### src/mss_pkg.sv
`default_nettype none
package mss_pkg;
  // System clock
  localparam int CLK_HZ        = 20_000_000;
  localparam int CLK_PERIOD_NS = 50;
  localparam int MS_CYCLES     = CLK_HZ / 1000;

  // Frame address byte
  localparam int       DIR_BIT     = 7;
  localparam logic [6:0] BURST_ADDR  = 7'h63;
  localparam int       BURST_BYTES = 7;

  // Host link timing, in ns as specified
  localparam int SCLK_HALF_NS              = 500;
  localparam int READ_ADDRESS_DATA_GAP_NS  = 4000;
  localparam int WRITE_WRITE_GAP_NS        = 30000;
  localparam int WRITE_READ_GAP_NS         = 20000;
  localparam int BURST_EXIT_GAP_NS         = 250;

  // Least times round up to whole cycles
  localparam logic [9:0] SCLK_HALF_CYC =
    10'((SCLK_HALF_NS + CLK_PERIOD_NS - 1) / CLK_PERIOD_NS);
  localparam logic [9:0] READ_ADDRESS_DATA_GAP_CYC =
    10'((READ_ADDRESS_DATA_GAP_NS + CLK_PERIOD_NS - 1) / CLK_PERIOD_NS);
  localparam logic [9:0] WRITE_WRITE_GAP_CYC =
    10'((WRITE_WRITE_GAP_NS + CLK_PERIOD_NS - 1) / CLK_PERIOD_NS);
  localparam logic [9:0] WRITE_READ_GAP_CYC =
    10'((WRITE_READ_GAP_NS + CLK_PERIOD_NS - 1) / CLK_PERIOD_NS);
  localparam logic [9:0] BURST_EXIT_GAP_CYC =
    10'((BURST_EXIT_GAP_NS + CLK_PERIOD_NS - 1) / CLK_PERIOD_NS);

  // Power levels, in ms as specified
  localparam int RUN_FRAME_MS    = 1;
  localparam int REST1_PERIOD_MS = 14;
  localparam int REST2_PERIOD_MS = 68;
  localparam int REST3_PERIOD_MS = 340;
  localparam int DOWN1_MS        = 1000;
  localparam int DOWN2_MS        = 7000;
  localparam int DOWN3_MS        = 410000;

  // Illumination pulse per frame
  localparam int         LED_PULSE_NS  = 1000;
  localparam logic [4:0] LED_PULSE_CYC =
    5'((LED_PULSE_NS + CLK_PERIOD_NS - 1) / CLK_PERIOD_NS);

  typedef enum logic [1:0] {
    DS_IDLE  = 2'b00,
    DS_WDATA = 2'b01,
    DS_RDATA = 2'b10,
    DS_HOLD  = 2'b11
  } mss_dev_st_t;

  typedef enum logic [2:0] {
    HS_IDLE = 3'b000,
    HS_LEAD = 3'b001,
    HS_LOW  = 3'b010,
    HS_HIGH = 3'b011,
    HS_RGAP = 3'b100,
    HS_TAIL = 3'b101,
    HS_GAP  = 3'b110
  } mss_host_st_t;
endpackage
`default_nettype wire

### src/mss_if.sv
`timescale 1ns/1ps
`default_nettype none
interface mss_if;
  logic sclk;
  logic mosi;
  logic port_select_low;
  logic miso;
  logic miso_oe;

  modport dev (
    input  sclk,
    input  mosi,
    input  port_select_low,
    output miso,
    output miso_oe
  );

  modport host (
    output sclk,
    output mosi,
    output port_select_low,
    input  miso,
    input  miso_oe
  );
endinterface
`default_nettype wire

### src/mss_dev.sv
`timescale 1ns/1ps
`default_nettype none
module mss_dev
  import mss_pkg::*;
#(
  parameter int MS_CYC    = MS_CYCLES,
  parameter int BURST_LEN = BURST_BYTES
) (
  input  wire logic       clk_i,
  input  wire logic       rst_i,
  mss_if.dev              link,
  input  wire logic       motion_i,
  output logic            rd_req_o,
  output logic [6:0]      rd_addr_o,
  output logic [2:0]      rd_idx_o,
  input  wire logic [7:0] rd_data_i,
  output logic            wr_stb_o,
  output logic [6:0]      wr_addr_o,
  output logic [7:0]      wr_data_o,
  output logic [1:0]      rest_level_o,
  output logic            frame_o,
  output logic            illumination_drive_o
);

  localparam int MSW = (MS_CYC > 1) ? $clog2(MS_CYC) : 1;

  logic [2:0]  sclk_sy_ff;
  logic [1:0]  sel_sy_ff;
  logic [1:0]  mosi_sy_ff;
  logic        sel;
  logic        sclk_rise;
  logic        sclk_fall;
  logic        byte_done;
  logic [7:0]  byte_val;
  mss_dev_st_t st_ff;
  logic [2:0]  bit_cnt_ff;
  logic [7:0]  rx_sr_ff;
  logic [7:0]  tx_sr_ff;
  logic [6:0]  addr_ff;
  logic        burst_ff;
  logic [2:0]  idx_ff;
  logic        rd_req_ff;
  logic        miso_ff;
  logic        miso_oe_ff;
  logic        wr_stb_ff;
  logic [7:0]  wr_data_ff;

  // Link pins come from another domain: two flops before use
  always_ff @(posedge clk_i) begin
    if (rst_i) begin
      sclk_sy_ff <= 3'h7;
      sel_sy_ff  <= 2'h0;
      mosi_sy_ff <= 2'h0;
    end else begin
      sclk_sy_ff <= {sclk_sy_ff[1:0], link.sclk};
      sel_sy_ff  <= {sel_sy_ff[0], ~link.port_select_low};
      mosi_sy_ff <= {mosi_sy_ff[0], link.mosi};
    end
  end

  assign sel       = sel_sy_ff[1];
  // Clock edges count only while selected
  assign sclk_rise = sel & sclk_sy_ff[1] & ~sclk_sy_ff[2];
  assign sclk_fall = sel & ~sclk_sy_ff[1] & sclk_sy_ff[2];
  assign byte_val  = {rx_sr_ff[6:0], mosi_sy_ff[1]};
  assign byte_done = sclk_rise & (bit_cnt_ff == 3'h7) & (st_ff != DS_HOLD);

  always_ff @(posedge clk_i) begin
    if (rst_i || !sel) begin
      st_ff <= DS_IDLE;
    end else if (byte_done) begin
      case (st_ff)
        DS_IDLE: begin
          st_ff <= byte_val[DIR_BIT] ? DS_WDATA : DS_RDATA;
        end
        DS_WDATA: begin
          st_ff <= DS_IDLE;
        end
        DS_RDATA: begin
          if (!burst_ff) begin
            st_ff <= DS_IDLE;
          end else if (idx_ff == 3'(BURST_LEN - 1)) begin
            // Burst done: port stays shut until deselect
            st_ff <= DS_HOLD;
          end
        end
        default: begin
          st_ff <= st_ff;
        end
      endcase
    end
  end

  always_ff @(posedge clk_i) begin
    if (rst_i || !sel) begin
      bit_cnt_ff <= 3'h0;
    end else if (sclk_rise && st_ff != DS_HOLD) begin
      bit_cnt_ff <= bit_cnt_ff + 3'h1;
    end
  end

  always_ff @(posedge clk_i) begin
    if (rst_i) begin
      rx_sr_ff <= 8'h00;
    end else if (sclk_rise) begin
      rx_sr_ff <= byte_val;
    end
  end

  always_ff @(posedge clk_i) begin
    if (rst_i) begin
      addr_ff   <= 7'h00;
      burst_ff  <= 1'b0;
      idx_ff    <= 3'h0;
      rd_req_ff <= 1'b0;
    end else begin
      rd_req_ff <= 1'b0;
      if (!sel) begin
        burst_ff <= 1'b0;
        idx_ff   <= 3'h0;
      end else if (byte_done && st_ff == DS_IDLE) begin
        addr_ff   <= byte_val[6:0];
        burst_ff  <= !byte_val[DIR_BIT] && byte_val[6:0] == BURST_ADDR;
        idx_ff    <= 3'h0;
        rd_req_ff <= !byte_val[DIR_BIT];
      end else if (byte_done && st_ff == DS_RDATA && burst_ff &&
                   idx_ff != 3'(BURST_LEN - 1)) begin
        // No gap between burst bytes: fetch the next at once
        idx_ff    <= idx_ff + 3'h1;
        rd_req_ff <= 1'b1;
      end
    end
  end

  always_ff @(posedge clk_i) begin
    if (rst_i) begin
      tx_sr_ff <= 8'h00;
      miso_ff  <= 1'b0;
    end else if (rd_req_ff) begin
      tx_sr_ff <= rd_data_i;
    end else if (sclk_fall && st_ff == DS_RDATA) begin
      miso_ff  <= tx_sr_ff[7];
      tx_sr_ff <= {tx_sr_ff[6:0], 1'b0};
    end
  end

  // Drive only inside a host-started read while selected
  always_ff @(posedge clk_i) begin
    if (rst_i || !sel) begin
      miso_oe_ff <= 1'b0;
    end else begin
      miso_oe_ff <= (st_ff == DS_RDATA);
    end
  end

  always_ff @(posedge clk_i) begin
    if (rst_i) begin
      wr_stb_ff  <= 1'b0;
      wr_data_ff <= 8'h00;
    end else begin
      wr_stb_ff <= byte_done && st_ff == DS_WDATA;
      if (byte_done && st_ff == DS_WDATA) begin
        wr_data_ff <= byte_val;
      end
    end
  end

  assign link.miso    = miso_ff;
  assign link.miso_oe = miso_oe_ff;
  assign rd_req_o     = rd_req_ff;
  assign rd_addr_o    = addr_ff;
  assign rd_idx_o     = idx_ff;
  assign wr_stb_o     = wr_stb_ff;
  assign wr_addr_o    = addr_ff;
  assign wr_data_o    = wr_data_ff;

  // Power sequencing runs on a millisecond tick so the
  // 410 s threshold fits in a narrow counter
  logic [MSW-1:0] ms_cnt_ff;
  logic           ms_tick;
  logic [18:0]    idle_ms_ff;
  logic [18:0]    frame_ms_ff;
  logic [18:0]    period_ms;
  logic [1:0]     nxt_level;
  logic [1:0]     level_ff;
  logic           frame_ff;
  logic [4:0]     led_cnt_ff;
  logic           led_ff;

  assign ms_tick = (ms_cnt_ff == MSW'(MS_CYC - 1));

  always_ff @(posedge clk_i) begin
    if (rst_i || ms_tick) begin
      ms_cnt_ff <= '0;
    end else begin
      ms_cnt_ff <= ms_cnt_ff + 1'b1;
    end
  end

  always_ff @(posedge clk_i) begin
    if (rst_i || motion_i) begin
      idle_ms_ff <= 19'h00000;
    end else if (ms_tick && idle_ms_ff < 19'(DOWN3_MS)) begin
      idle_ms_ff <= idle_ms_ff + 19'h00001;
    end
  end

  always_comb begin
    if (idle_ms_ff >= 19'(DOWN3_MS)) begin
      nxt_level = 2'h3;
    end else if (idle_ms_ff >= 19'(DOWN2_MS)) begin
      nxt_level = 2'h2;
    end else if (idle_ms_ff >= 19'(DOWN1_MS)) begin
      nxt_level = 2'h1;
    end else begin
      nxt_level = 2'h0;
    end
  end

  always_comb begin
    case (level_ff)
      2'h1:    period_ms = 19'(REST1_PERIOD_MS);
      2'h2:    period_ms = 19'(REST2_PERIOD_MS);
      2'h3:    period_ms = 19'(REST3_PERIOD_MS);
      default: period_ms = 19'(RUN_FRAME_MS);
    endcase
  end

  always_ff @(posedge clk_i) begin
    if (rst_i) begin
      level_ff <= 2'h0;
    end else begin
      level_ff <= nxt_level;
    end
  end

  // Motion restarts the frame clock at run rate
  always_ff @(posedge clk_i) begin
    if (rst_i || motion_i) begin
      frame_ms_ff <= 19'h00000;
      frame_ff    <= 1'b0;
    end else begin
      frame_ff <= 1'b0;
      if (ms_tick) begin
        if (frame_ms_ff >= period_ms - 19'h00001) begin
          frame_ms_ff <= 19'h00000;
          frame_ff    <= 1'b1;
        end else begin
          frame_ms_ff <= frame_ms_ff + 19'h00001;
        end
      end
    end
  end

  // Light only for a short pulse per frame
  always_ff @(posedge clk_i) begin
    if (rst_i) begin
      led_cnt_ff <= 5'h00;
      led_ff     <= 1'b0;
    end else if (frame_ff) begin
      led_cnt_ff <= LED_PULSE_CYC - 5'h01;
      led_ff     <= 1'b1;
    end else if (led_cnt_ff != 5'h00) begin
      led_cnt_ff <= led_cnt_ff - 5'h01;
    end else begin
      led_ff     <= 1'b0;
    end
  end

  assign rest_level_o         = level_ff;
  assign frame_o              = frame_ff;
  assign illumination_drive_o = led_ff;
endmodule
`default_nettype wire

### src/flat_wrapper.sv
// flat-port wrapper written by rule: the top's interface ports become plain ports
module mss_dev_flat import mss_pkg::*;
#(
  parameter int MS_CYC    = MS_CYCLES,
  parameter int BURST_LEN = BURST_BYTES
)
  (clk_i, rst_i, motion_i, rd_req_o, rd_addr_o, rd_idx_o, rd_data_i, wr_stb_o, wr_addr_o, wr_data_o, rest_level_o, frame_o, illumination_drive_o, link_sclk, link_mosi, link_port_select_low, link_miso, link_miso_oe);
  mss_if link_i ();
  input  wire logic clk_i;
  input  wire logic rst_i;
  input  wire logic motion_i;
  output logic rd_req_o;
  output logic [6:0] rd_addr_o;
  output logic [2:0] rd_idx_o;
  input  wire logic [7:0] rd_data_i;
  output logic wr_stb_o;
  output logic [6:0] wr_addr_o;
  output logic [7:0] wr_data_o;
  output logic [1:0] rest_level_o;
  output logic frame_o;
  output logic illumination_drive_o;
  input wire logic [$bits(link_i.sclk)-1:0] link_sclk;
  input wire logic [$bits(link_i.mosi)-1:0] link_mosi;
  input wire logic [$bits(link_i.port_select_low)-1:0] link_port_select_low;
  output wire logic [$bits(link_i.miso)-1:0] link_miso;
  output wire logic [$bits(link_i.miso_oe)-1:0] link_miso_oe;
  assign link_i.sclk = link_sclk;
  assign link_i.mosi = link_mosi;
  assign link_i.port_select_low = link_port_select_low;
  assign link_miso = link_i.miso;
  assign link_miso_oe = link_i.miso_oe;
  mss_dev #(.MS_CYC(MS_CYC), .BURST_LEN(BURST_LEN)) u_core (.clk_i(clk_i), .rst_i(rst_i), .link(link_i), .motion_i(motion_i), .rd_req_o(rd_req_o), .rd_addr_o(rd_addr_o), .rd_idx_o(rd_idx_o), .rd_data_i(rd_data_i), .wr_stb_o(wr_stb_o), .wr_addr_o(wr_addr_o), .wr_data_o(wr_data_o), .rest_level_o(rest_level_o), .frame_o(frame_o), .illumination_drive_o(illumination_drive_o));
endmodule
### config.mk
export PLATFORM = sky130hd
export DESIGN_NAME = mss_dev_flat
export DESIGN_NICKNAME = d
export VERILOG_FILES = /design/src/mss_pkg.sv /design/src/mss_if.sv /design/src/mss_dev.sv /design/src/flat_wrapper.sv
export SDC_FILE = /design/constraint.sdc
export NUM_CORES = 1
export LEC_CHECK = 0
export ABC_AREA = 0
export ABC_CLOCK_PERIOD_IN_PS = 3850
export BUFFER_PORTS_ARGS = -buffer_cell sky130_fd_sc_hd__buf_2
export CAP_MARGIN = 25
export CORE_UTILIZATION = 50
export CTS_CLUSTER_DIAMETER = 100
export DETAILED_ROUTE_END_ITERATION = 8
export PLACE_DENSITY = 0.74
export SETUP_SLACK_MARGIN = 0.1
export SLEW_MARGIN = 10
export SYNTH_ARGS = -nofsm -noshare
export SYNTH_HDL_FRONTEND = slang
export SYNTH_SLANG_ARGS = --single-unit
### constraint.sdc
create_clock -name clk_i -period 3.85 [get_ports clk_i]
set_clock_uncertainty 0.05 [all_clocks]
set_input_delay 0.1925 -clock clk_i [delete_from_list [all_inputs] [get_ports clk_i]]
set_output_delay 0.1925 -clock clk_i [all_outputs]
set_load 0.01 [all_outputs]
==> results of run 1 <==
[state kept, by name, summed over array words and instances (netlist names), 2 cells and up]
| register | count |
|---|---|
| u_core.bit_cnt_ff | 3 |
| u_core.frame_ms_ff | 19 |
| u_core.idle_ms_ff | 19 |
| u_core.led_cnt_ff | 5 |
| u_core.mosi_sy_ff | 2 |
| u_core.ms_cnt_ff | 15 |
| u_core.rd_addr_o | 7 |
| u_core.rd_idx_o | 3 |
| u_core.rest_level_o | 2 |
| u_core.rx_sr_ff | 7 |
| u_core.sclk_sy_ff | 3 |
| u_core.sel_sy_ff | 2 |
| u_core.st_ff | 2 |
| u_core.tx_sr_ff | 8 |
| u_core.wr_data_o | 8 |
[cells in the mapped netlist, drive strengths merged, types with 2 or more instances]
cell type | n | share of area
o311ai | 2 | 0.0034
xor2 | 11 | 0.018
o21ai | 13 | 0.012
nand2 | 37 | 0.027
nand4 | 14 | 0.021
nor4 | 15 | 0.029
a21oi | 27 | 0.026
and4 | 10 | 0.017
nor3 | 19 | 0.020
a21o | 3 | 0.0043
a211oi | 5 | 0.0072
and3 | 3 | 0.0036
nor2b | 6 | 0.0072
inv | 18 | 0.013
or2 | 7 | 0.0084
nand2b | 3 | 0.0036
or4 | 4 | 0.0065
clkbuf | 21 | 0.015
nor4bb | 2 | 0.0038
and2 | 4 | 0.0048
buf | 14 | 0.019
o211ai | 2 | 0.0038
a41oi | 3 | 0.0050
nor4b | 2 | 0.0074
or3 | 4 | 0.0048
dfxtp | 112 | 0.43
xnor2 | 34 | 0.057
nand3 | 17 | 0.016
a31oi | 3 | 0.0036
nor2 | 111 | 0.080
mux2i | 30 | 0.058
ha | 22 | 0.053
[worst min-delay path, cell delays in order]
cell and delay (ns):
buf_2 0.08, a21oi_1 0.06, nor2_1 0.07
[metrics by stage]
stage          area [um^2]  worst slack, ns  total power, W  hold WS, ns  std cells
3_5_place_dp          5460             1.41         0.00140        0.299        733
6_report              5770             1.40         0.00212       0.0282        757
5_1_grt               5770             1.16         0.00222       0.0190        757
4_1_cts               5770             1.39         0.00215      0.00372        757
3_3_place_gp          5460             1.50         0.00138        0.297        733
2_1_floorplan         5220             1.70         0.00136        0.209        587
[cell usage in the layout (no fill, tap or decap), drive strengths merged, types with 3 or more instances in the layout]
cell type / count
dlygate4sd3: 8
clkinv: 3
buf: 48
nand2: 37
ha: 22
o21ai: 13
a41oi: 3
a21oi: 27
or3: 4
a21o: 3
and4: 10
a31oi: 3
a211oi: 5
nor2: 111
inv: 21
nand2b: 3
nand3: 17
nand4: 14
nor2b: 6
or2: 7
mux2i: 30
dfxtp: 112
xnor2: 34
nor4: 15
or4: 4
xor2: 11
clkbuf: 9
and2: 4
and3: 3
nor3: 19
[power by group]
| group | switching (W) | leakage, nW | internal (W) |
|---|---|---|---|
| clock | 0.000424 | 0.110 | 0.000320 |
| sequential | 0.0000204 | 0.905 | 0.00118 |
| combinational | 0.0000946 | 1.34 | 0.0000778 |
| total | 0.000539 | 2.36 | 0.00158 |
[cells by family (layout without fill, tap and decap cells)]
| family | count (synthesis) | count (layout) |
|---|---|---|
| simple gates | 262 | 262 |
| compound gates | 61 | 61 |
| buf+inv | 53 | 90 |
| other cells | 1 | 2 |
| flops | 112 | 112 |
| mux | 30 | 30 |
| xor+xnor | 45 | 45 |
| fa+ha+maj | 22 | 22 |
[how the worst min path moves through the flow]
stage	from	slack (ns)	cells after the start	end
after CTS	rd_data_i[1]	0.004	3	u_core.tx_sr_ff[1]$_SDFFE_PP0P_
after floorplan	link_port_select_low	0.21	1	u_core.sel_sy_ff[0]$_SDFF_PP0_
after detailed placement	link_port_select_low	0.30	2	u_core.sel_sy_ff[0]$_SDFF_PP0_
after global placement	link_port_select_low	0.30	2	u_core.sel_sy_ff[0]$_SDFF_PP0_
after global routing	rd_data_i[1]	0.02	3	u_core.tx_sr_ff[1]$_SDFFE_PP0P_
final	rd_data_i[1]	0.03	3	u_core.tx_sr_ff[1]$_SDFFE_PP0P_
[final cells by class]
| class | count | area share |
|---|---|---|
| clock buffer | 9 | 0.0215 |
| clock inverter | 7 | 0.0169 |
| inverter | 18 | 0.0117 |
| multi-input combinational | 422 | 0.476 |
| sequential | 112 | 0.389 |
| tap | 133 | 0.0289 |
| timing repair buffer | 56 | 0.0564 |
[repair_timing]
action	in CTS	in global routing
gates resized for setup	0	0
hold buffers	8	0
endpoints found under the hold margin	8	0
[metal layers]
metal / GRT usage / vias to the layer above / routed length (um)
li1: - / 2070 / -
met1: 0.231 / 1897 / 4610
met2: 0.331 / 83 / 4740
met3: 0.0401 / 15 / 357
met4: 0.0510 / 0 / 149
met5: 0 / - / 0
==> summary.md, run 1 <==
| Metric | Value |
|---|---|
| Layout cell share with drive strength beyond 1 | `0.144` |
| Post-Synth Adder-Cell Area | `0.0527` |
| Vias | `between 4,000 and 5,000` |
| Last element of the critical path | `u_core.frame_ms_ff[4]$_SDFFE_PP0P_` |
| CP delay by family, top | `simple AND/OR/NAND/NOR gates` |
| EDFF count, synth | `0` |
| Final setup viols | `0` |
| Yosys reg bits | `112` |
| Via/cell ratio | `5.37` |
| Max transition margin | `0.309` |
| Worst-Margin Slew | `1.04 ns` |
| Area Growth Syn to Fin | `10.5%` |
| Dpl hpwl | `around 6.9 mm` |
| Fill cell count | `868` |
| Status | `completed` |
| Clk sinks | `112` |
| Gate Count Post-Synth | `586` |
| Setup Buffers After CTS | `0` |
| Worst Path Class, Setup | `flip-flop to flip-flop` |
| Ys async rst share | `0` |
| Leakage | `2.36 nW` |
| YS warnings | `0` |
| Critical Path, Cell by Cell | `ha_1, and4_1, nand4_4, o211ai_2, nor2_1` |
| Initial antenna violation count | `0` |
| Max Slew Vio Count | `0` |
| CP peak stage delay | `0.82 ns` |
| Clock slew at reported path FFs | `0.11 ns` |
| Fraction of the cycle the final worst path needs | `0.636` |
| Pre-antenna DRT Iters | `4` |
| # rows | `36` |
| Core area | `between 9000 and 10,000 um^2` |
| Number of nets in the layout | `655` |
| Remaining antenna violation count | `0` |
| CTS Root Cell | `clkbuf_8` |
| Register area | `2240 um^2` |
| Max VDD drop | `a little over 0.0002 V` |
| Top Ports | `between 40 and 50` |
| Inserted Diodes | `0` |
| Top_reg_cell synth | `dfxtp_1` |
| Cell area after synthesis | `5220 um^2` |
| Average wire per standard cell | `roughly 13 um` |
| Crit path max fanout | `26` |
| CP max-delay cell | `o211ai_2` |
| Number of global-route vias before repair | `roughly 3,800` |
| Worst Setup End Kind | `flip-flop` |
| RSZ-0062 raised after global routing | `false` |
| Unique masters post-synth | `52` |
| Reg-to-reg startpoint | `u_core.ms_cnt_ff[0]$_SDFF_PP0_` |
| Synthesized area per cell | `just under 9 um^2` |
| Total track usage | `0.188` |
| Chip width | `about 100 um` |
| Synth Area in Compound Gates | `0.0705` |
| Final hold vios | `0` |
| Pin count of the biggest net entering global routing | `54` |
| Simple-Gate Fraction of Synth Area | `0.266` |
| Clock period minus final worst setup slack | `2.45 ns` |
| R2R Path End | `u_core.frame_ms_ff[4]$_SDFFE_PP0P_` |
| Reg2reg path depth | `5` |
| Total grt overflow | `0` |
| CTS buffer count | `9` |
| Max Cap Violations | `0` |
| HP Class | `primary input to flip-flop` |
| Critical path origin | `u_core.ms_cnt_ff[0]$_SDFF_PP0_` |
| Clock latency on the worst-skew pair | `about 0.37 ns` |
| Number of port buffers | `46` |
| Crit path buf inv count | `0` |
| Initial Util | `0.524` |
| WL final | `~9.9 mm` |
| FF-to-FF setup slack | `1.40 ns` |
| Die Area | `10,900 um^2` |
| Fin util | `0.579` |
| Fin Setup TNS | `0 ns` |
| Combinational family with the most area after synthesis | `simple AND/OR/NAND/NOR gates` |
| Global placement routability congestion | `between 0.7 and 0.8` |
| P per Cell Area | `368 nW/um^2` |
| Mux share of post-synthesis cell area | `0.0575` |
| Die Height | `approximately 100 um` |
| Fmax | `409 MHz` |
| Critical Path AT | `around 2.6 ns` |
| Global-route wire length before repair | `about 17 mm` |
| Worst Setup Start Kind | `flip-flop` |
| CTS tree | `yes` |
| Multi-input gate area in the final layout | `2740 um^2` |
| H-tree depth | `3` |
| Residual DRC | `0` |
| Clock Path Buffers | `2` |
| Seq/Total Area, Yosys | `0.430` |
| Worst EP required | `~4 ns` |
| DRT iter0 DRCs | `245` |
| Post-synthesis xor/xnor area fraction | `0.0755` |
| CP Depth | `5` |
No activity file was read; power rests on OpenSTA's default activity.
==> run 2: changes to the inputs <==
--- a/config.mk
+++ b/config.mk
@@ -6,13 +6,13 @@
 export NUM_CORES = 1
 export LEC_CHECK = 0
 export ABC_AREA = 0
-export ABC_CLOCK_PERIOD_IN_PS = 3850
+export ABC_CLOCK_PERIOD_IN_PS = 2200
 export BUFFER_PORTS_ARGS = -buffer_cell sky130_fd_sc_hd__buf_2
 export CAP_MARGIN = 25
 export CORE_UTILIZATION = 50
 export CTS_CLUSTER_DIAMETER = 100
 export DETAILED_ROUTE_END_ITERATION = 8
-export PLACE_DENSITY = 0.74
+export PLACE_DENSITY = 0.77
 export SETUP_SLACK_MARGIN = 0.1
 export SLEW_MARGIN = 10
 export SYNTH_ARGS = -nofsm -noshare
==> constraint.sdc (replaced) <==
create_clock -name clk_i -period 2.2 [get_ports clk_i]
set_clock_uncertainty 0.05 [all_clocks]
set_input_delay 0.11 -clock clk_i [delete_from_list [all_inputs] [get_ports clk_i]]
set_output_delay 0.11 -clock clk_i [all_outputs]
set_load 0.01 [all_outputs]
==> summary.md, run 2 (synthesis results as in run 1) <==
| Metric | Value |
|---|---|
| Status | `completed` |
| Critical Path AT | `2.28 ns (-0.34 ns)` |
| Worst Setup End Kind | `flip-flop` |
| Final Hold Slack | `0.0717 ns (+0.0435 ns)` |
| H-tree depth | `3 (unchanged)` |
| CTS tree | `yes` |
| WL met2 | `5.43 mm (+15%)` |
| Total grt overflow | `0 (unchanged)` |
| Clock Path Buffers | `2 (unchanged)` |
| P per Cell Area | `605 nW/um^2 (+65%)` |
| Vias | `4,295 (+5.7%)` |
| Area Growth Syn to Fin | `16.3%` |
| Pre-antenna DRT Iters | `5 (+1)` |
| HP Class | `primary input to flip-flop` |
| Fin Setup TNS | `0 ns (unchanged)` |
| Cell count after placement | `743 (+1.4%)` |
| Initial antenna violation count | `0 (unchanged)` |
| # rows | `36 (unchanged)` |
| Average wire per standard cell | `14.1 um (+8.6%)` |
| Max Slew Vio Count | `0 (unchanged)` |
| Reg2reg path depth | `7 (+2)` |
| Clock latency on the worst-skew pair | `0.37 ns (about the same)` |
| Chip width | `104 um (unchanged)` |
| Most common cell after layout, fill and taps aside | `nor2_1` |
| Number of nets in the layout | `678 (+3.5%)` |
| Via/cell ratio | `5.51 (+2.7%)` |
| Psw | `0.000914 W (+70%)` |
| RSZ-0062 raised after global routing | `true` |
| Core area | `9950 um^2 (unchanged)` |
| Clock slew at reported path FFs | `0.11 ns (about the same)` |
| Clock share of power | `0.342 (-0.009)` |
| Total track usage | `0.198 (+0.0100)` |
| Hold path depth | `2 (-1)` |
| Hold EP | `u_core.led_cnt_ff[1]$_SDFFE_PP0P_` |
| Residual DRC | `0 (unchanged)` |
| Global-route wire length before repair | `17.8 mm (+5.3%)` |
| Fmax | `484 MHz (+18%)` |
| Max Cap Violations | `0 (unchanged)` |
| CTS Root Cell | `clkbuf_8` |
| Worst EP required | `2.41 ns (-1.61 ns)` |
| R2R Path End | `u_core.frame_ms_ff[18]$_SDFFE_PP0P_` |
| Worst Path Class, Setup | `flip-flop to flip-flop` |
| Clock period minus final worst setup slack | `2.07 ns (-0.380 ns)` |
| Die Area | `10,900 um^2 (unchanged)` |
| Routed length on met1 | `4.88 mm (+5.8%)` |
| Pin count of the biggest net entering global routing | `39 (-28%)` |
| Fin cells | `779 (+2.9%)` |
| DRT iter0 DRCs | `280 (+14%)` |
| Top flop regs | `u_core.frame_ms_ff (19), u_core.idle_ms_ff (19), u_core.ms_cnt_ff (15)` |
| Worst Setup Start Kind | `flip-flop` |
| Die Height | `104 um (unchanged)` |
| FF-to-FF setup slack | `0.13 ns (-1.27 ns)` |
| Inserted Diodes | `0 (unchanged)` |
| Reg-to-reg startpoint | `u_core.rest_level_o[1]$_SDFF_PP0_` |
| Final hold vios | `0 (unchanged)` |
| Cell-internal power | `0.00276 W (+74%)` |
| Power, Total | `0.00367 W (+73%)` |
| Max VDD drop | `0.000428 V (+110%)` |
| Reg power frac | `0.573 (+0.005)` |
| Fraction of the cycle the final worst path needs | `0.940 (+0.304)` |
| Leakage | `2.46 nW (+4.1%)` |
| Max layer used | `met4` |
| Crit path max fanout | `5 (-81%)` |
| Global placement routability congestion | `0.859 (+8.0%)` |
| Fin util | `0.610 (+0.0305)` |
| Number of global-route vias before repair | `4,004 (+6.0%)` |
| Max transition margin | `0.482 (+0.173)` |
| Clk sinks | `112 (unchanged)` |
| Remaining antenna violation count | `0 (unchanged)` |
| Top Ports | `47 (unchanged)` |
| Hold_sp | `rst_i` |
| Initial Util | `0.524 (unchanged)` |
| WL met3 | `480 um (+34%)` |
| Most frequent cells in the layout | `nor2_1, dfxtp_1, buf_2` |
| CTS buffer count | `9 (unchanged)` |
| Layout cell share with drive strength beyond 1 | `0.195 (+0.0508)` |
| Dpl hpwl | `7.17 mm (+4.7%)` |
| Final setup viols | `0 (unchanged)` |
| WL final | `11.0 mm (+12%)` |
| Net Sw Frac | `0.249 (-0.00519)` |
| Worst-Margin Slew | `0.774 ns (-0.263 ns)` |
| Combinational share of power | `0.085 (+0.004)` |
| Number of port buffers | `46 (unchanged)` |
-- run 2: changes by cell type in the layout (fill, tap and decap cells not counted), sizes merged --
cell | before | now
clkinvlp | 0 | 1
buf | 48 | 65
o211ai | 2 | 5
clkinv | 3 | 1
dlygate4sd3 | 8 | 11
-- run 2: worst max-delay path by stage --
stage | from | cells after the start | end | slack, ns
global route | u_core.frame_ms_ff[5]$_SDFFE_PP0P_ | 7 | u_core.frame_ms_ff[1]$_SDFFE_PP0P_ | 0.06
global placement | u_core.rest_level_o[0]$_SDFF_PP0_ | 7 | u_core.frame_ms_ff[5]$_SDFFE_PP0P_ | 0.08
CTS | u_core.rest_level_o[0]$_SDFF_PP0_ | 7 | u_core.frame_ms_ff[7]$_SDFFE_PP0P_ | 0.09
floorplan | u_core.rest_level_o[1]$_SDFF_PP0_ | 8 | u_core.frame_ms_ff[16]$_SDFFE_PP0P_ | 0.15
detailed placement | u_core.rest_level_o[0]$_SDFF_PP0_ | 7 | u_core.frame_ms_ff[7]$_SDFFE_PP0P_ | 0.01
finish | u_core.rest_level_o[1]$_SDFF_PP0_ | 7 | u_core.frame_ms_ff[18]$_SDFFE_PP0P_ | 0.13
-- run 2: layout make-up --
type,count,area [um^2]
flip-flops and latches,112,2250
clock buffers,9,124
repair buffers,76,483
multi-input cells,425,2900
well taps,133,166
clock inverters,6,77.6
fillers,838,3880
inverters,18,67.6
-- run 2: worst max-delay path: stages, from the launching register on --
cell and delay (ns):
dfxtp_4 0.39, nand2_4 0.06, ha_4 0.27, nand2_2 0.07, or4_4 0.50, a211o_4 0.38, o211ai_2 0.15, nor2_1 0.09
-- run 2: repair_timing --
item	CTS	global route
hold buffers	11	0
hold endpoints to repair	11	0
endpoints found under the setup margin	22	21
resized for setup	4	21
pin swaps	0	8
buffers inserted	4	3
cloned	1	2
-- run 2: routing by layer --
metal | track usage | up-vias
met3 | 0.0407 | 26
li1 | - | 2129
met4 | 0.0735 | 0
met1 | 0.246 | 2017
met5 | 0 | -
met2 | 0.339 | 123
-- run 2: metrics by stage --
stage	cell area (um^2)	setup slack [ns]
final	6070	0.133
after global routing	6070	0.0609
after CTS	5920	0.0897
after detailed placement	5530	0.0116
after global placement	5530	0.0818
after floorplan	5230	0.152
-- run 2: power by group through the flow --
| stage | logic, W | clock network, W | registers [W] |
|---|---|---|---|
| 4_1_cts | 0.000300 | 0.00129 | 0.00211 |
| 3_5_place_dp | 0.000279 | 0 | 0.00215 |
| 2_1_floorplan | 0.000235 | 0 | 0.00214 |
| 5_1_grt | 0.000355 | 0.00137 | 0.00211 |
| 3_3_place_gp | 0.000266 | 0 | 0.00215 |
| 6_report | 0.000314 | 0.00126 | 0.00210 |
==> run 3: changes to the inputs <==
--- a/config.mk
+++ b/config.mk
@@ -6,13 +6,13 @@
 export NUM_CORES = 1
 export LEC_CHECK = 0
 export ABC_AREA = 0
-export ABC_CLOCK_PERIOD_IN_PS = 2200
+export ABC_CLOCK_PERIOD_IN_PS = 2300
 export BUFFER_PORTS_ARGS = -buffer_cell sky130_fd_sc_hd__buf_2
 export CAP_MARGIN = 25
 export CORE_UTILIZATION = 50
 export CTS_CLUSTER_DIAMETER = 100
 export DETAILED_ROUTE_END_ITERATION = 8
-export PLACE_DENSITY = 0.77
+export PLACE_DENSITY = 0.74
 export SETUP_SLACK_MARGIN = 0.1
 export SLEW_MARGIN = 10
 export SYNTH_ARGS = -nofsm -noshare
==> constraint.sdc (replaced) <==
create_clock -name clk_i -period 2.3 [get_ports clk_i]
set_clock_uncertainty 0.05 [all_clocks]
set_input_delay 0.115 -clock clk_i [delete_from_list [all_inputs] [get_ports clk_i]]
set_output_delay 0.115 -clock clk_i [all_outputs]
set_load 0.01 [all_outputs]
==> summary.md, run 3 (synthesis results as in run 1) <==
| Metric | Value |
|---|---|
| P per Cell Area | `572 nW/um^2 (-5.6%)` |
| Area Growth Syn to Fin | `15.6%` |
| CTS buffer count | `9 (unchanged)` |
| Clock period minus final worst setup slack | `2.16 ns (+0.0929 ns)` |
| Global-route wire length before repair | `17.5 mm (-2.0%)` |
| Number of global-route vias before repair | `3,984 (-0.50%)` |
| WL final | `10.6 mm (-4.0%)` |
| Pin count of the biggest net entering global routing | `33 (-15%)` |
| Layout cell share with drive strength beyond 1 | `0.181 (-0.0145)` |
| Top flop regs | `u_core.frame_ms_ff (19), u_core.idle_ms_ff (19), u_core.ms_cnt_ff (15)` |
| Clock latency on the worst-skew pair | `0.37 ns (about the same)` |
| Remaining antenna violation count | `0 (unchanged)` |
| Fmax | `463 MHz (-4.3%)` |
| Fin Setup TNS | `0 ns (unchanged)` |
| Pre-antenna DRT Iters | `5 (unchanged)` |
| Worst-Margin Slew | `0.856 ns (+0.0819 ns)` |
| Vias | `4,243 (-1.2%)` |
| # rows | `36 (unchanged)` |
| Residual DRC | `0 (unchanged)` |
| Number of nets in the layout | `679 (+0.15%)` |
| Clock Path Buffers | `2 (unchanged)` |
| Most frequent cells in the layout | `nor2_1, dfxtp_1, buf_2` |
| HP Class | `primary input to flip-flop` |
| H-tree depth | `3 (unchanged)` |
| Die Height | `104 um (unchanged)` |
| CP peak stage delay | `0.38 ns (-0.12 ns)` |
| Crit path max fanout | `5 (unchanged)` |
| Dpl hpwl | `7.06 mm (-1.6%)` |
| Max Slew Vio Count | `0 (unchanged)` |
| Max VDD drop | `0.000279 V (-35%)` |
| Global placement routability congestion | `0.824 (-4.1%)` |
| Final hold vios | `0 (unchanged)` |
| Core area | `9950 um^2 (unchanged)` |
| Initial Util | `0.524 (unchanged)` |
| Fin util | `0.606 (-0.00365)` |
| Max transition margin | `0.427 (-0.0548)` |
| CTS tree | `yes` |
| Worst EP required | `2.55 ns (+0.14 ns)` |
| Die Area | `10,900 um^2 (unchanged)` |
| Fill cell count | `849 (+1.3%)` |
| RSZ-0062 raised after global routing | `true` |
| Number of port buffers | `46 (unchanged)` |
| Via/cell ratio | `5.43 (-1.5%)` |
| Average wire per standard cell | `13.5 um (-4.2%)` |
| CP max-delay cell | `or3_1` |
| Worst Setup Start Kind | `flip-flop` |
| Inserted Diodes | `0 (unchanged)` |
| Max Cap Violations | `0 (unchanged)` |
| Total grt overflow | `0 (unchanged)` |
| Final setup viols | `0 (unchanged)` |
| Worst Setup End Kind | `flip-flop` |
| Worst Path Class, Setup | `flip-flop to flip-flop` |
| Fraction of the cycle the final worst path needs | `0.939 (about the same)` |
| Initial antenna violation count | `0 (unchanged)` |
| Chip width | `104 um (unchanged)` |
| Critical Path AT | `2.41 ns (+0.13 ns)` |
| Clk sinks | `112 (unchanged)` |
| Most common cell after layout, fill and taps aside | `nor2_1` |
| Total track usage | `0.192 (-0.00602)` |
| Leakage | `2.45 nW (about the same)` |
| Critical Path, Cell by Cell | `ha_1, and4_4, buf_4, and4_1, nand4_1, or3_1, a21oi_1` |
| CTS Root Cell | `clkbuf_8` |
| Status | `completed` |
| Clock slew at reported path FFs | `0.12 ns (about the same)` |
| DRT iter0 DRCs | `193 (-31%)` |
| Top Ports | `47 (unchanged)` |
-- run 3: changes by cell type in the layout (fill, tap and decap cells not counted), moves of 2 or more --
cell,delta
ha_4,-2
dfxtp_4,-2
ha_1,+3
nand2_1,+2
nor2_2,-2
clkinv_8,+2
buf_12,+2
nor2_1,+2
-- run 3: what timing repair did --
item,4_1_cts,5_1_grt
endpoints found under the hold margin,11,0
resized for setup,3,8
buffers inserted,0,6
endpoints found under the setup margin,19,32
hold buffers,11,0
cloned,1,2
-- run 3: final cells by class --
| cell class | count | area [um^2] | share of cell area |
|---|---|---|---|
| timing repair buffer | 77 | 515 | 0.0854 |
| tap | 133 | 166 | 0.0276 |
| clock buffer | 9 | 124 | 0.0205 |
| multi-input combinational | 425 | 2840 | 0.471 |
| sequential | 112 | 2250 | 0.372 |
| clock inverter | 7 | 75.1 | 0.0124 |
| inverter | 18 | 67.6 | 0.0112 |
-- run 3: stage by stage --
step	hold WS, ns	std cells	worst slack [ns]	instance area (um^2)	power (W)
3_3_place_gp	0.220	745	0.143	5570	0.00231
3_5_place_dp	0.228	745	0.0339	5570	0.00232
2_1_floorplan	0.132	587	0.154	5220	0.00227
6_report	0.102	781	0.140	6030	0.00345
5_1_grt	0.0975	781	0.0226	6030	0.00361
4_1_cts	0.0912	773	0.102	5910	0.00348
-- run 3: critical path, delay by kind of cell, from the launching register on --
family	cells	cell delay (ns)
flip-flops	1	0.37
AO/OA/AOI/OAI	1	0.14
AND/OR/NAND/NOR	4	1.16
adder cells (fa/ha/maj)	1	0.22
buffers and inverters	1	0.14
-- run 3: final timing paths --
kind	slack (ns)	startpoint	cells after the start	end
worst min-delay path	0.10	rst_i	2	u_core.rx_sr_ff[0]$_SDFFE_PP0P_
worst min register to register	0.36	u_core.sclk_sy_ff[0]$_SDFF_PP1_	1	u_core.sclk_sy_ff[1]$_SDFF_PP1_
worst max register to register	0.14	u_core.ms_cnt_ff[1]$_SDFF_PP0_	7	u_core.frame_ms_ff[8]$_SDFFE_PP0P_
worst max-delay path	0.14	u_core.ms_cnt_ff[1]$_SDFF_PP0_	7	u_core.frame_ms_ff[8]$_SDFFE_PP0P_
-- run 3: report_power, final --
part	switching (W)	total (W)	internal [W]
clock	0.000717	0.00115	0.000428
combinational	0.000152	0.000288	0.000136
sequential	0.0000332	0.00202	0.00198
-- run 3: layer usage --
metal | part of all wire | track usage
met2 | 0.50 | 0.349
met1 | 0.46 | 0.228
met3 | 0.032 | 0.0351
met5 | 0 | 0
met4 | 0.010 | 0.0602
